### src/cfg_rb_pkg.sv
package cfg_rb_pkg;
  localparam int unsigned WORD_W      = 32;   // port width (x32 mode)
  localparam int unsigned PAY_W       = 128;  // command payload width
  localparam int unsigned PAY_WORDS   = PAY_W / WORD_W;
  localparam int unsigned BLOCKS      = 73;   // blocks per frame
  localparam int unsigned FRAME_WORDS = BLOCKS * PAY_WORDS;
  localparam int unsigned RESP_LAT    = 5;    // command to bus turn, x32
  localparam int unsigned EDGE_GAP    = 1;    // oen edge to valid edge
  localparam int unsigned FIFO_DEPTH  = 8;
  localparam int unsigned CNT_W       = 9;
  localparam int unsigned FRAME_W     = 32;
  localparam int unsigned ADDR_W      = 16;

  typedef logic [3:0] op_t;
  localparam op_t OP_NOP     = 4'h0;
  localparam op_t OP_CLK_EN  = 4'h1;
  localparam op_t OP_REG_WR  = 4'h2;
  localparam op_t OP_MEM_RD  = 4'h3;
  localparam op_t OP_CLK_DIS = 4'h4;

  // config_unit register that holds the frame address
  localparam logic [ADDR_W-1:0] REG_FRAME = 16'h0010;

  // field positions inside a payload
  localparam int unsigned OP_LO   = 0;    // low-word opcode
  localparam int unsigned ADDR_LO = 16;   // low write address
  localparam int unsigned DATA_LO = 32;   // low write data
  localparam int unsigned OP_HI   = 64;   // high write opcode
  localparam int unsigned ADDR_HI = 80;
  localparam int unsigned DATA_HI = 96;
  localparam int unsigned OP_RD   = 96;   // read opcode in top word

  // populated cell positions of one 128-bit block
  localparam logic [PAY_W-1:0] CELL_MASK =
    128'h7fff_ffff_ffff_fff0_0fff_ffff_ffff_ff00;
  localparam logic [WORD_W-1:0] CELL_SEED = 32'h9e37_79b9;

  typedef enum logic [1:0] {
    P_CLKEN  = 2'h0,
    P_WRITE  = 2'h1,
    P_READ   = 2'h2,
    P_CLKDIS = 2'h3
  } pay_e;
endpackage

### src/cfg_port_if.sv
`timescale 1ns/1ps
`default_nettype none
interface cfg_port_if;
  logic                           csn_n;
  logic [cfg_rb_pkg::WORD_W-1:0]  dq_in;
  logic [cfg_rb_pkg::WORD_W-1:0]  dq_out;
  logic                           dq_out_en_n;
  logic                           dq_valid;

  modport host (
    output csn_n,
    output dq_in,
    input  dq_out,
    input  dq_out_en_n,
    input  dq_valid
  );
  modport device (
    input  csn_n,
    input  dq_in,
    output dq_out,
    output dq_out_en_n,
    output dq_valid
  );
endinterface
`default_nettype wire

### src/cfg_readback_dev.sv
// Operation
// - read data returns two reads later
// - clock enable turns on stage two
// - clock disable turns off stage two
// - host writes frame address before read
// - register write payload packs two writes
// - read payload opcode in top word
// - frame addressing starts at zero
// - single frame uses fixed command order
// - host drops first two reads, trailing two
// - host lowers chip select on falling edge
// - first word at first rising edge
// - bus turns to output after read
// - dummy read keeps valid low
// - output period is blocks times four plus two
// - later reads return frame with valid
// - each later set writes next address, reads
// - after last frame, disable then two reads
// - read-back only for unencrypted configuration
// - unpopulated cell bits read as zero
// - input and output never valid together
`timescale 1ns/1ps
`default_nettype none
module fifo_buf #(
  parameter int unsigned WIDTH = 32,
  parameter int unsigned DEPTH = 8
) (
  input  wire logic             clk,
  input  wire logic             rst_n,
  input  wire logic             in_valid,
  output logic                  in_ready,
  input  wire logic [WIDTH-1:0] in_data,
  output logic                  out_valid,
  input  wire logic             out_ready,
  output logic      [WIDTH-1:0] out_data
);
  localparam int unsigned PW = $clog2(DEPTH);
  logic [WIDTH-1:0] mem [DEPTH];
  logic [PW-1:0]    wr_ptr;
  logic [PW-1:0]    rd_ptr;
  logic [PW:0]      count;
  logic             push;
  logic             pop;

  assign in_ready  = (count != (PW+1)'(DEPTH));
  assign out_valid = (count != '0);
  assign push      = in_valid && in_ready;
  assign pop       = out_valid && out_ready;
  assign out_data  = mem[rd_ptr];

  // storage write
  always_ff @(posedge clk) begin
    if (push) begin
      mem[wr_ptr] <= in_data;
    end
  end

  // pointers and fill level
  always_ff @(posedge clk or negedge rst_n) begin
    if (!rst_n) begin
      wr_ptr <= '0;
      rd_ptr <= '0;
      count  <= '0;
    end else begin
      if (push) begin
        wr_ptr <= (wr_ptr == PW'(DEPTH - 1)) ? '0 : wr_ptr + 1'b1;
      end
      if (pop) begin
        rd_ptr <= (rd_ptr == PW'(DEPTH - 1)) ? '0 : rd_ptr + 1'b1;
      end
      count <= count + (PW+1)'(push) - (PW+1)'(pop);
    end
  end
endmodule // fifo_buf

module cfg_readback_dev (
  input  wire logic clk,
  input  wire logic rst_n,
  input  wire logic encrypted,
  output logic      clk_stage2_on,
  cfg_port_if.device port
);
  typedef enum logic [2:0] {
    D_IDLE = 3'b000,
    D_LAT  = 3'b001,
    D_LEAD = 3'b011,
    D_XFER = 3'b010,
    D_TAIL = 3'b110
  } dstate_e;

  localparam int unsigned W = cfg_rb_pkg::WORD_W;
  localparam int unsigned C = cfg_rb_pkg::CNT_W;
  localparam int unsigned F = cfg_rb_pkg::FRAME_W;

  dstate_e                  state;
  logic [1:0]               wcnt;
  logic [cfg_rb_pkg::PAY_W-1:0] cmd;
  logic                     cmd_done;
  logic                     enc_s1;
  logic                     enc_s2;
  logic [F-1:0]             frame;
  logic [F-1:0]             pipe0;
  logic [F-1:0]             pipe1;
  logic [F-1:0]             out_frame;
  logic                     v0;
  logic                     v1;
  logic                     out_v;
  logic                     rd_cmd;
  logic                     gen_active;
  logic [C-1:0]             gen_cnt;
  logic [C-1:0]             out_cnt;
  logic [C-1:0]             lat_cnt;
  logic                     f_in_ready;
  logic                     f_out_valid;
  logic [W-1:0]             f_out_data;
  logic                     pop;
  logic                     take;

  // one word of frame data, unpopulated cells forced to zero
  function automatic logic [W-1:0] cell_word(input logic [F-1:0] fr,
                                             input logic [C-1:0] idx);
    logic [cfg_rb_pkg::PAY_W-1:0] m;
    logic [W-1:0]                 raw;
    m   = cfg_rb_pkg::CELL_MASK;
    raw = (fr * cfg_rb_pkg::CELL_SEED) ^ {fr[15:0], 7'h0, idx};
    return raw & m[idx[1:0]*W +: W];
  endfunction

  // inputs are taken only while the bus faces the host
  assign take   = !port.csn_n && (state == D_IDLE);
  assign rd_cmd = cmd_done &&
                  (cmd[cfg_rb_pkg::OP_RD +: 4] == cfg_rb_pkg::OP_MEM_RD);
  assign pop    = (state == D_XFER) && f_out_valid;

  // encryption strap, synchronised
  always_ff @(posedge clk or negedge rst_n) begin
    if (!rst_n) begin
      enc_s1 <= 1'b1;
      enc_s2 <= 1'b1;
    end else begin
      enc_s1 <= encrypted;
      enc_s2 <= enc_s1;
    end
  end

  // payload assembly, first word is bits 127:96
  always_ff @(posedge clk or negedge rst_n) begin
    if (!rst_n) begin
      wcnt     <= '0;
      cmd      <= '0;
      cmd_done <= 1'b0;
    end else begin
      cmd_done <= take && (wcnt == 2'h3);
      if (port.csn_n) begin
        wcnt <= '0;
      end else if (take) begin
        cmd  <= {cmd[cfg_rb_pkg::PAY_W-W-1:0], port.dq_in};
        wcnt <= wcnt + 1'b1;
      end
    end
  end

  // command decode: stage-two clock and frame address
  always_ff @(posedge clk or negedge rst_n) begin
    if (!rst_n) begin
      clk_stage2_on <= 1'b0;
      frame         <= '0;
    end else if (cmd_done) begin
      if (cmd[cfg_rb_pkg::OP_LO +: 4] == cfg_rb_pkg::OP_CLK_EN) begin
        clk_stage2_on <= 1'b1;
      end
      if (cmd[cfg_rb_pkg::OP_LO +: 4] == cfg_rb_pkg::OP_CLK_DIS) begin
        clk_stage2_on <= 1'b0;
      end
      // both halves of a write pair, upper half executes last
      if (cmd[cfg_rb_pkg::OP_LO +: 4] == cfg_rb_pkg::OP_REG_WR &&
          cmd[cfg_rb_pkg::ADDR_LO +: cfg_rb_pkg::ADDR_W] ==
          cfg_rb_pkg::REG_FRAME) begin
        frame <= cmd[cfg_rb_pkg::DATA_LO +: F];
      end
      if (cmd[cfg_rb_pkg::OP_HI +: 4] == cfg_rb_pkg::OP_REG_WR &&
          cmd[cfg_rb_pkg::ADDR_HI +: cfg_rb_pkg::ADDR_W] ==
          cfg_rb_pkg::REG_FRAME) begin
        frame <= cmd[cfg_rb_pkg::DATA_HI +: F];
      end
    end
  end

  // two-stage data register pipe
  always_ff @(posedge clk or negedge rst_n) begin
    if (!rst_n) begin
      pipe0     <= '0;
      pipe1     <= '0;
      out_frame <= '0;
      v0        <= 1'b0;
      v1        <= 1'b0;
      out_v     <= 1'b0;
    end else if (cmd_done &&
                 cmd[cfg_rb_pkg::OP_LO +: 4] == cfg_rb_pkg::OP_CLK_EN) begin
      v0 <= 1'b0; // stale contents flushed
      v1 <= 1'b0;
    end else if (rd_cmd) begin
      out_frame <= pipe1;
      out_v     <= v1 && !enc_s2;
      pipe1     <= pipe0;
      v1        <= v0;
      pipe0     <= frame;
      v0        <= clk_stage2_on;
    end
  end

  // word generator into the buffer, stalls when full
  always_ff @(posedge clk or negedge rst_n) begin
    if (!rst_n) begin
      gen_active <= 1'b0;
      gen_cnt    <= '0;
    end else if (rd_cmd) begin
      gen_active <= 1'b1;
      gen_cnt    <= '0;
    end else if (gen_active && f_in_ready) begin
      gen_cnt <= gen_cnt + 1'b1;
      if (gen_cnt == C'(cfg_rb_pkg::FRAME_WORDS - 1)) begin
        gen_active <= 1'b0;
      end
    end
  end

  fifo_buf #(
    .WIDTH (W),
    .DEPTH (cfg_rb_pkg::FIFO_DEPTH)
  ) u_buf (
    .clk       (clk),
    .rst_n     (rst_n),
    .in_valid  (gen_active),
    .in_ready  (f_in_ready),
    .in_data   (out_v ? cell_word(out_frame, gen_cnt) : '0),
    .out_valid (f_out_valid),
    .out_ready (state == D_XFER),
    .out_data  (f_out_data)
  );

  // bus turn-around and output period
  always_ff @(posedge clk or negedge rst_n) begin
    if (!rst_n) begin
      state            <= D_IDLE;
      lat_cnt          <= '0;
      out_cnt          <= '0;
      port.dq_out_en_n <= 1'b1;
      port.dq_valid    <= 1'b0;
      port.dq_out      <= '0;
    end else begin
      port.dq_valid <= pop && out_v;
      port.dq_out   <= (pop && out_v) ? f_out_data : '0;
      case (state)
        D_IDLE: begin
          if (rd_cmd) begin
            state   <= D_LAT;
            lat_cnt <= C'(cfg_rb_pkg::RESP_LAT - 3); // decode and lead edges
          end
        end
        D_LAT: begin
          if (lat_cnt == '0) begin
            state   <= D_LEAD;
            lat_cnt <= C'(cfg_rb_pkg::EDGE_GAP - 1);
          end else begin
            lat_cnt <= lat_cnt - 1'b1;
          end
        end
        // bus turns here, first valid word one edge later
        D_LEAD: begin
          if (lat_cnt == '0) begin
            state            <= D_XFER;
            port.dq_out_en_n <= 1'b0;
            out_cnt          <= '0;
          end else begin
            lat_cnt <= lat_cnt - 1'b1;
          end
        end
        D_XFER: begin
          if (pop) begin
            out_cnt <= out_cnt + 1'b1;
            if (out_cnt == C'(cfg_rb_pkg::FRAME_WORDS - 1)) begin
              state   <= D_TAIL;
              lat_cnt <= C'(cfg_rb_pkg::EDGE_GAP); // last word still shown
            end
          end
        end
        D_TAIL: begin
          if (lat_cnt == '0) begin
            state            <= D_IDLE;
            port.dq_out_en_n <= 1'b1;
          end else begin
            lat_cnt <= lat_cnt - 1'b1;
          end
        end
        default: begin
          state            <= D_IDLE;
          port.dq_out_en_n <= 1'b1;
        end
      endcase
    end
  end
endmodule // cfg_readback_dev
`default_nettype wire

### src/flat_wrapper.sv
// flat-port wrapper written by rule: the top's interface ports become plain ports
module cfg_readback_dev_flat 
  (clk, rst_n, encrypted, clk_stage2_on, port_csn_n, port_dq_in, port_dq_out, port_dq_out_en_n, port_dq_valid);
  cfg_port_if port_i ();
  input  wire logic clk;
  input  wire logic rst_n;
  input  wire logic encrypted;
  output logic clk_stage2_on;
  input wire logic [$bits(port_i.csn_n)-1:0] port_csn_n;
  input wire logic [$bits(port_i.dq_in)-1:0] port_dq_in;
  output wire logic [$bits(port_i.dq_out)-1:0] port_dq_out;
  output wire logic [$bits(port_i.dq_out_en_n)-1:0] port_dq_out_en_n;
  output wire logic [$bits(port_i.dq_valid)-1:0] port_dq_valid;
  assign port_i.csn_n = port_csn_n;
  assign port_i.dq_in = port_dq_in;
  assign port_dq_out = port_i.dq_out;
  assign port_dq_out_en_n = port_i.dq_out_en_n;
  assign port_dq_valid = port_i.dq_valid;
  cfg_readback_dev u_core (.clk(clk), .rst_n(rst_n), .encrypted(encrypted), .clk_stage2_on(clk_stage2_on), .port(port_i));
endmodule
### config.mk
export PLATFORM = sky130hd
export DESIGN_NAME = cfg_readback_dev_flat
export DESIGN_NICKNAME = d
export VERILOG_FILES = /design/src/cfg_rb_pkg.sv /design/src/cfg_port_if.sv /design/src/cfg_readback_dev.sv /design/src/flat_wrapper.sv
export SDC_FILE = /design/constraint.sdc
export NUM_CORES = 2
export LEC_CHECK = 0
export ABC_AREA = 1
export BUFFER_PORTS_ARGS = -buffer_cell sky130_fd_sc_hd__buf_2
export CORE_ASPECT_RATIO = 1.75
export CORE_MARGIN = 2
export CORE_UTILIZATION = 50
export CTS_CLUSTER_SIZE = 40
export DETAILED_ROUTE_END_ITERATION = 10
export PLACE_DENSITY = 0.73
export SYNTH_ARGS = -nofsm -noshare
export SYNTH_HDL_FRONTEND = slang
export SYNTH_SLANG_ARGS = --single-unit
### constraint.sdc
create_clock -name clk -period 8.1 [get_ports clk]
set_clock_uncertainty 0.1 [all_clocks]
set_input_delay 1.62 -clock clk [delete_from_list [all_inputs] [get_ports clk]]
set_output_delay 1.62 -clock clk [all_outputs]
set_load 0.05 [all_outputs]
Yosys cells after proc, flatten, opt, wreduce, memory -nomap -nowiden
Memories as Yosys holds them, arrays and structs flattened.
Cells that the tools add are included.
Widths: inputs -> output; s select.
{"block": "totals", "rom_bits": 0, "word_cells": 138, "ramBits": 256, "input_bits": 36, "memories": 1, "latchBits": 0, "ff_bits": 340}
{"memory": "u_core.u_buf.mem", "depth": 8, "width": 32, "rd": 1, "rd_ports_with_merged_regs": 0, "wr": 1, "line_no": "cfg_readback_dev.sv:38", "text": "logic [WIDTH-1:0] mem [DEPTH];"}
{"block": "op_classes", "muxes": 40, "eq_ne": 24, "shifts": 1, "n_div": 0, "order_cmp": 0, "n_bitwise": 5, "n_reduce_logical": 34, "n_addsub": 8, "multipliers": 1}
{"op": "$mux 32", "count": 4}
{"op": "$shiftx 128x8->32 const A", "count": 1}
{"op": "$mux 9", "count": 9}
{"op": "$pmux 9 s4", "count": 1}
{"op": "$and 32x32->32", "count": 1}
{"op": "$eq 16x5->1 const B", "count": 2}
{"op": "$mul 32x32->32 const B", "count": 1}
{"op": "$xor 32x32->32", "count": 1}
{"op": "$mux 3", "count": 8}
{"op": "$add 9x1->9 const B", "count": 2}
{"op": "$eq 9x9->1 const B", "count": 2}
{"op": "$pmux 9 s2", "count": 1}
{"op": "$pmux 3 s5", "count": 1}
{"op": "$reduce_bool 2->1", "count": 7}
{"op": "$mux 1", "count": 13}
{"op": "$eq 4x2->1 const B", "count": 3}
{"op": "$ne 2x1->1 const B", "count": 6}
{"op": "$logic_and 1x1->1", "count": 10}
{"op": "$reduce_and 2->1", "count": 5}
{"op": "$eq 3x3->1 const B", "count": 3}
{"op": "$logic_not 9->1", "count": 1}
{"op": "$sub 9x1->9 const B", "count": 1}
{"op": "$reduce_bool 4->1", "count": 2}
{"op": "$add 3x1->3 const B", "count": 2}
{"op": "20 further kinds", "count": 26}

Logic depth before layout (Yosys ltp)
{"block": "depth", "depth_word": 4, "mapped_depth": 30, "depth_no_buf": 30}

Cells and area by module
A second synthesis with hierarchy kept.
{"block": "hier_totals", "cells_unflattened": 3678, "hier_area_um2": 34810.9}
{"mod": "cfg_readback_dev", "cells_per_inst": 2499, "area_per_inst_um2": 23100.9, "instances": 1}
{"mod": "fifo_buf", "cells_per_inst": 1179, "area_per_inst_um2": 11710.0, "instances": 1}

Worst setup path after synthesis
Ideal clock, no wire load.
{"block": "synth_path", "path_type": "reg-to-reg", "startpoint": "register u_core.out_frame[6]", "endpoint": "memory u_core.u_buf.mem[0][28] (data pin)", "path_stages_with_launch": 26, "setup_time_ns": 0.224, "t_arrival_ns": 6.133, "t_required_ns": 7.776, "path_slack_ns": 1.644, "path_cell_list": "dfrtp_1 -> inv_1 -> fa_1 -> inv_1 -> fa_1 -> fa_1 -> inv_1 -> fa_1 -> inv_1 -> fa_1 -> inv_1 -> fa_1 -> inv_1 -> fa_1 -> fa_1 -> ha_1 -> nand2_1 -> nor2_1 -> and3_1 -> nand4_1 -> nand3_1 -> a21o_1 -> nand2_1 -> nand2_1 -> nand2_1 -> a21oi_1"}
{"block": "synth_via", "elab_chain_cells": 4}
{"item": "start, declared", "line_no": "cfg_readback_dev.sv:104", "text": "logic [F-1:0] out_frame;"}
{"item": "start signal, assigned", "line_no": "cfg_readback_dev.sv:203", "text": "out_frame <= pipe1;"}
{"item": "$mul 32x32->32", "line_no": "cfg_readback_dev.sv:125", "text": "raw = (fr * cfg_rb_pkg::CELL_SEED) ^ {fr[15:0], 7'h0, idx};"}
{"item": "$xor 32x32->32", "line_no": "cfg_readback_dev.sv:125"}
{"item": "$and 32x32->32", "line_no": "cfg_readback_dev.sv:126", "text": "return raw & m[idx[1:0]*W +: W];"}
{"item": "$mux 32", "line_no": "cfg_readback_dev.sv:236", "text": ".in_data (out_v ? cell_word(out_frame, gen_cnt) : '0),"}
{"item": "via u_core.u_buf.in_data[28]", "line_no": "cfg_readback_dev.sv:32", "text": "input wire logic [WIDTH-1:0] in_data,"}
{"item": "end, declared", "line_no": "cfg_readback_dev.sv:38"}
The timed path passes the listed nets, and every way through them passes these cells.

Worst setup path after layout
{"block": "layout_path", "startpoint": "register u_core.out_frame[5]", "endpoint": "memory u_core.u_buf.mem[4][28] (data pin)"}
Same word-level chain as after synthesis.

==> reports/summary.log <==
qor: sta.worst_pin_slew 985 ps
qor: route.drtIter0Drc 1,470
qor: critical_path.worst-path-buf-inv 6
qor: global_routing.groute.usage.overall 0.226
qor: run.maxCapViolations 0
qor: synthesis.proportion_of_register_bits_with_asynchronous_set_or_reset_after_synthesis 0.570
qor: critical_path.worst_setup_path_start_kind flip-flop
qor: synthesis.syn_nets 3,730
qor: route.drt_drc_violations_left 0
qor: clock_network.cts_setup_buffers 0
qor: sta.final_worst_setup_slack 604 ps
qor: global_routing.largest_net_degree_at_the_start_of_global_routing 172
qor: sta.rsz_0062_raised_after_global_routing no
qor: placed_design.place.gp.congestion 0.990
qor: critical_path.logic_depth_of_the_worst_setup_path_including_buffers 25
qor: critical_path.worstPathRequired 8360 ps
qor: critical_path.cp.arrival 7750 ps
qor: placed_design.io_buffer_count 70
qor: clock_network.post_cts_hold_buffer_count 0
qor: floorplanning.effective_utilization_at_floorplan 0.502
qor: synthesis.ys_warn_count 0
qor: floorplanning.rows 126
qor: synthesis.share_of_the_yosys_chip_area_belonging_to_registers 0.481
qor: global_routing.vias_in_the_first_global_route 23,125
qor: route.wl_per_cell 18.4 um
qor: floorplanning.ioPinCount 71
qor: final_layout.flow.area_growth_from_synthesis 8.94%
qor: sta.setup-tns-final 0 ps
qor: final_layout.register_area 16,200 um^2
qor: critical_path.crit_top_cell fa_1
qor: synthesis.ff_latch_count_synth 596
qor: critical_path.crit_end u_core.u_buf.mem[4][28]
qor: global_routing.antenna_found_initial 0
qor: critical_path.critical_path.top_delay_family adder cells
qor: synthesis.synthDistinctLibCells 52
qor: power_and_ir_drop.power_per_cell_area 217 nW/um^2
qor: clock_network.worstSkewPairLatency 640 ps
qor: floorplanning.dieWidth 200 um
qor: clock_network.cts-root-buf clkbuf_16
qor: sta.timing.slew.headroom 0.343
qor: global_routing.grt_first_pass_wirelength 123,000 um
qor: placed_design.dp_hpwl 55,600 um
qor: critical_path.cp-end-kind flip-flop
qor: power_and_ir_drop.design_power_total 7950 uW
qor: sta.fmaxAchievable 133 MHz
qor: clock_network.cts_tree done
qor: route.drt_wl_total 77,600 um
qor: critical_path.timing.setup.critical_path_class flip-flop to flip-flop
qor: final_layout.fill_cells 5,869
qor: final_layout.multi_input_area 15,200 um^2
qor: synthesis.synth_top_flop_cell dfrtp_1
qor: sta.min_period_over_period 0.925
qor: critical_path.critPathMaxFanout 9
qor: synthesis.post_synthesis_instance_area 33,700 um^2
qor: placed_design.dp_worst_setup_slack 688 ps
qor: final_layout.drive_above_1_share 0.0987
qor: hold_path.holdPathStages 0
qor: critical_path.cell_depth_of_the_worst_flop_to_flop_path 25
qor: critical_path.cell_with_the_largest_stage_delay_on_the_worst_path dfrtp_1
qor: status.outcome complete, no violations
qor: synthesis.synth-edff-count 256
qor: sta.drv_slew 0
qor: critical_path.timing.rr.start u_core.out_frame[5]
qor: final_layout.antenna_cells 0
qor: hold_path.worst_hold_startpoint u_core.enc_s1
qor: critical_path.worst_reg2reg_path_endpoint u_core.u_buf.mem[4][28]
qor: route.route.antenna.remaining_nets 0
qor: floorplanning.die_area 69,600 um^2
qor: critical_path.cp_slowest_stage_delay 670 ps
qor: sta.setup_violations 0
qor: critical_path.reg2reg_slack 600 ps
qor: sta.min_period 7500 ps
qor: clock_network.ctsHtreeMaxLevel 2
qor: power_and_ir_drop.vdd.ir_drop.worst 264 uV
qor: synthesis.syn_inst 3,244
qor: hold_path.hold_path.class flip-flop to flip-flop
qor: power_and_ir_drop.leakage 0.0172 uW
qor: clock_network.post_cts_resized 0
qor: final_layout.nets 3,764
qor: sta.timing.final.hold_violations 0
qor: route.drt-pass1-iter-count 5
qor: synthesis.synth_area_per_cell 10.4 um^2
qor: route.vias 22,422
qor: floorplanning.die_h 347 um
qor: clock_network.cts.path.max_buffers 3
qor: clock_network.path_clk_slew 60 ps
qor: route.detail_route.vias_per_cell 5.32
qor: floorplanning.placeable_core_region 67,200 um^2
qor: critical_path.cp-startpoint u_core.out_frame[5]
qor: global_routing.overflow 0
qor: clock_network.cts.sinks 596
qor: clock_network.numCtsBuffers 52
[registers in the layout, summed over array words and instances, names as in the netlist, 2 cells and up]
register             flops
u_core.u_buf.count       4
u_core.pipe0            32
u_core.pipe1            32
u_core.cmd             128
u_core.state             3
u_core.u_buf.wr_ptr      3
u_core.port.dq_out      32
u_core.wcnt              2
u_core.frame            32
u_core.out_cnt           9
u_core.u_buf.rd_ptr      3
u_core.out_frame        32
u_core.gen_cnt           9
u_core.lat_cnt           9
u_core.u_buf.mem       256
[cell usage in the layout (no fill, tap or decap), drive strengths merged, types with 16 or more instances in the layout]
master	count
dfrtp	337
nor3	54
inv	516
o221a	64
nand3	39
edfxtp	256
clkbuf	64
xnor2	18
fa	230
nand2	580
a21oi	106
buf	100
xor2	19
ha	220
clkinv	23
nand4	16
o21ai	384
nor2	235
[worst min path at each step]
stage,to
after floorplan,u_core.enc_s2
after global placement,u_core.enc_s2
after detailed placement,u_core.enc_s2
after CTS,u_core.enc_s2
after global routing,u_core.enc_s2
final,u_core.enc_s2
[stage by stage]
step,hold WS [ps],utilization,cell area (um^2),instances
global placement,248,0.521,35000,4120
detailed placement,250,0.521,35000,4120
finish,263,0.547,36700,4218
global route,270,0.547,36700,4218
CTS,261,0.547,36700,4218
floorplan,245,-,33700,3244
[Yosys cell counts, types with 9 or more instances]
master / count / share of area
edfxtp_1: 256 / 0.23
nand2_1: 574 / 0.064
nor3_2: 33 / 0.0098
buf_2: 10 / 0.0015
dfrtp_1: 337 / 0.25
nand3_1: 37 / 0.0055
xor2_1: 19 / 0.0049
a21oi_1: 106 / 0.016
inv_1: 503 / 0.056
nor2_1: 227 / 0.025
nor4_1: 9 / 0.0017
o221a_2: 62 / 0.021
nor3_1: 20 / 0.0030
fa_1: 230 / 0.14
o21ai_0: 384 / 0.057
ha_1: 220 / 0.082
nand4_1: 16 / 0.0030
clkbuf_1: 105 / 0.012
inv_2: 10 / 0.0011
xnor2_1: 18 / 0.0047
[kinds of logic after synthesis]
logic type               Yosys count  share of synthesized area
buffers and inverters            634                     0.0717
multiplexers                       1                   0.000297
flip-flops                       596                      0.481
AO/OA/AOI/OAI                    579                     0.0997
AND/OR/NAND/NOR                  947                      0.120
adder cells (fa/ha/maj)          450                      0.218
XOR/XNOR                          37                    0.00961
[final cells by class]
cell class	count	area share
multi-input combinational	2014	0.413
clock buffer	64	0.0375
tap	896	0.0305
sequential	596	0.441
inverter	514	0.0526
timing repair buffer	100	0.0163
clock inverter	34	0.00879
[power by group]
| group | total, uW | switching [uW] | internal [uW] |
|---|---|---|---|
| logic | 1780 | 1180 | 597 |
| clock network | 2490 | 1140 | 1350 |
| registers | 3680 | 201 | 3480 |
[per-layer routing]
metal	up-vias	global-route usage	share of wire
met3	239	0.0288	0.038
met4	0	0.137	0.064
met2	575	0.414	0.53
met1	10984	0.248	0.37
li1	10624	-	-
met5	-	0	0
Note: power is estimated with default switching activity, not from simulation.
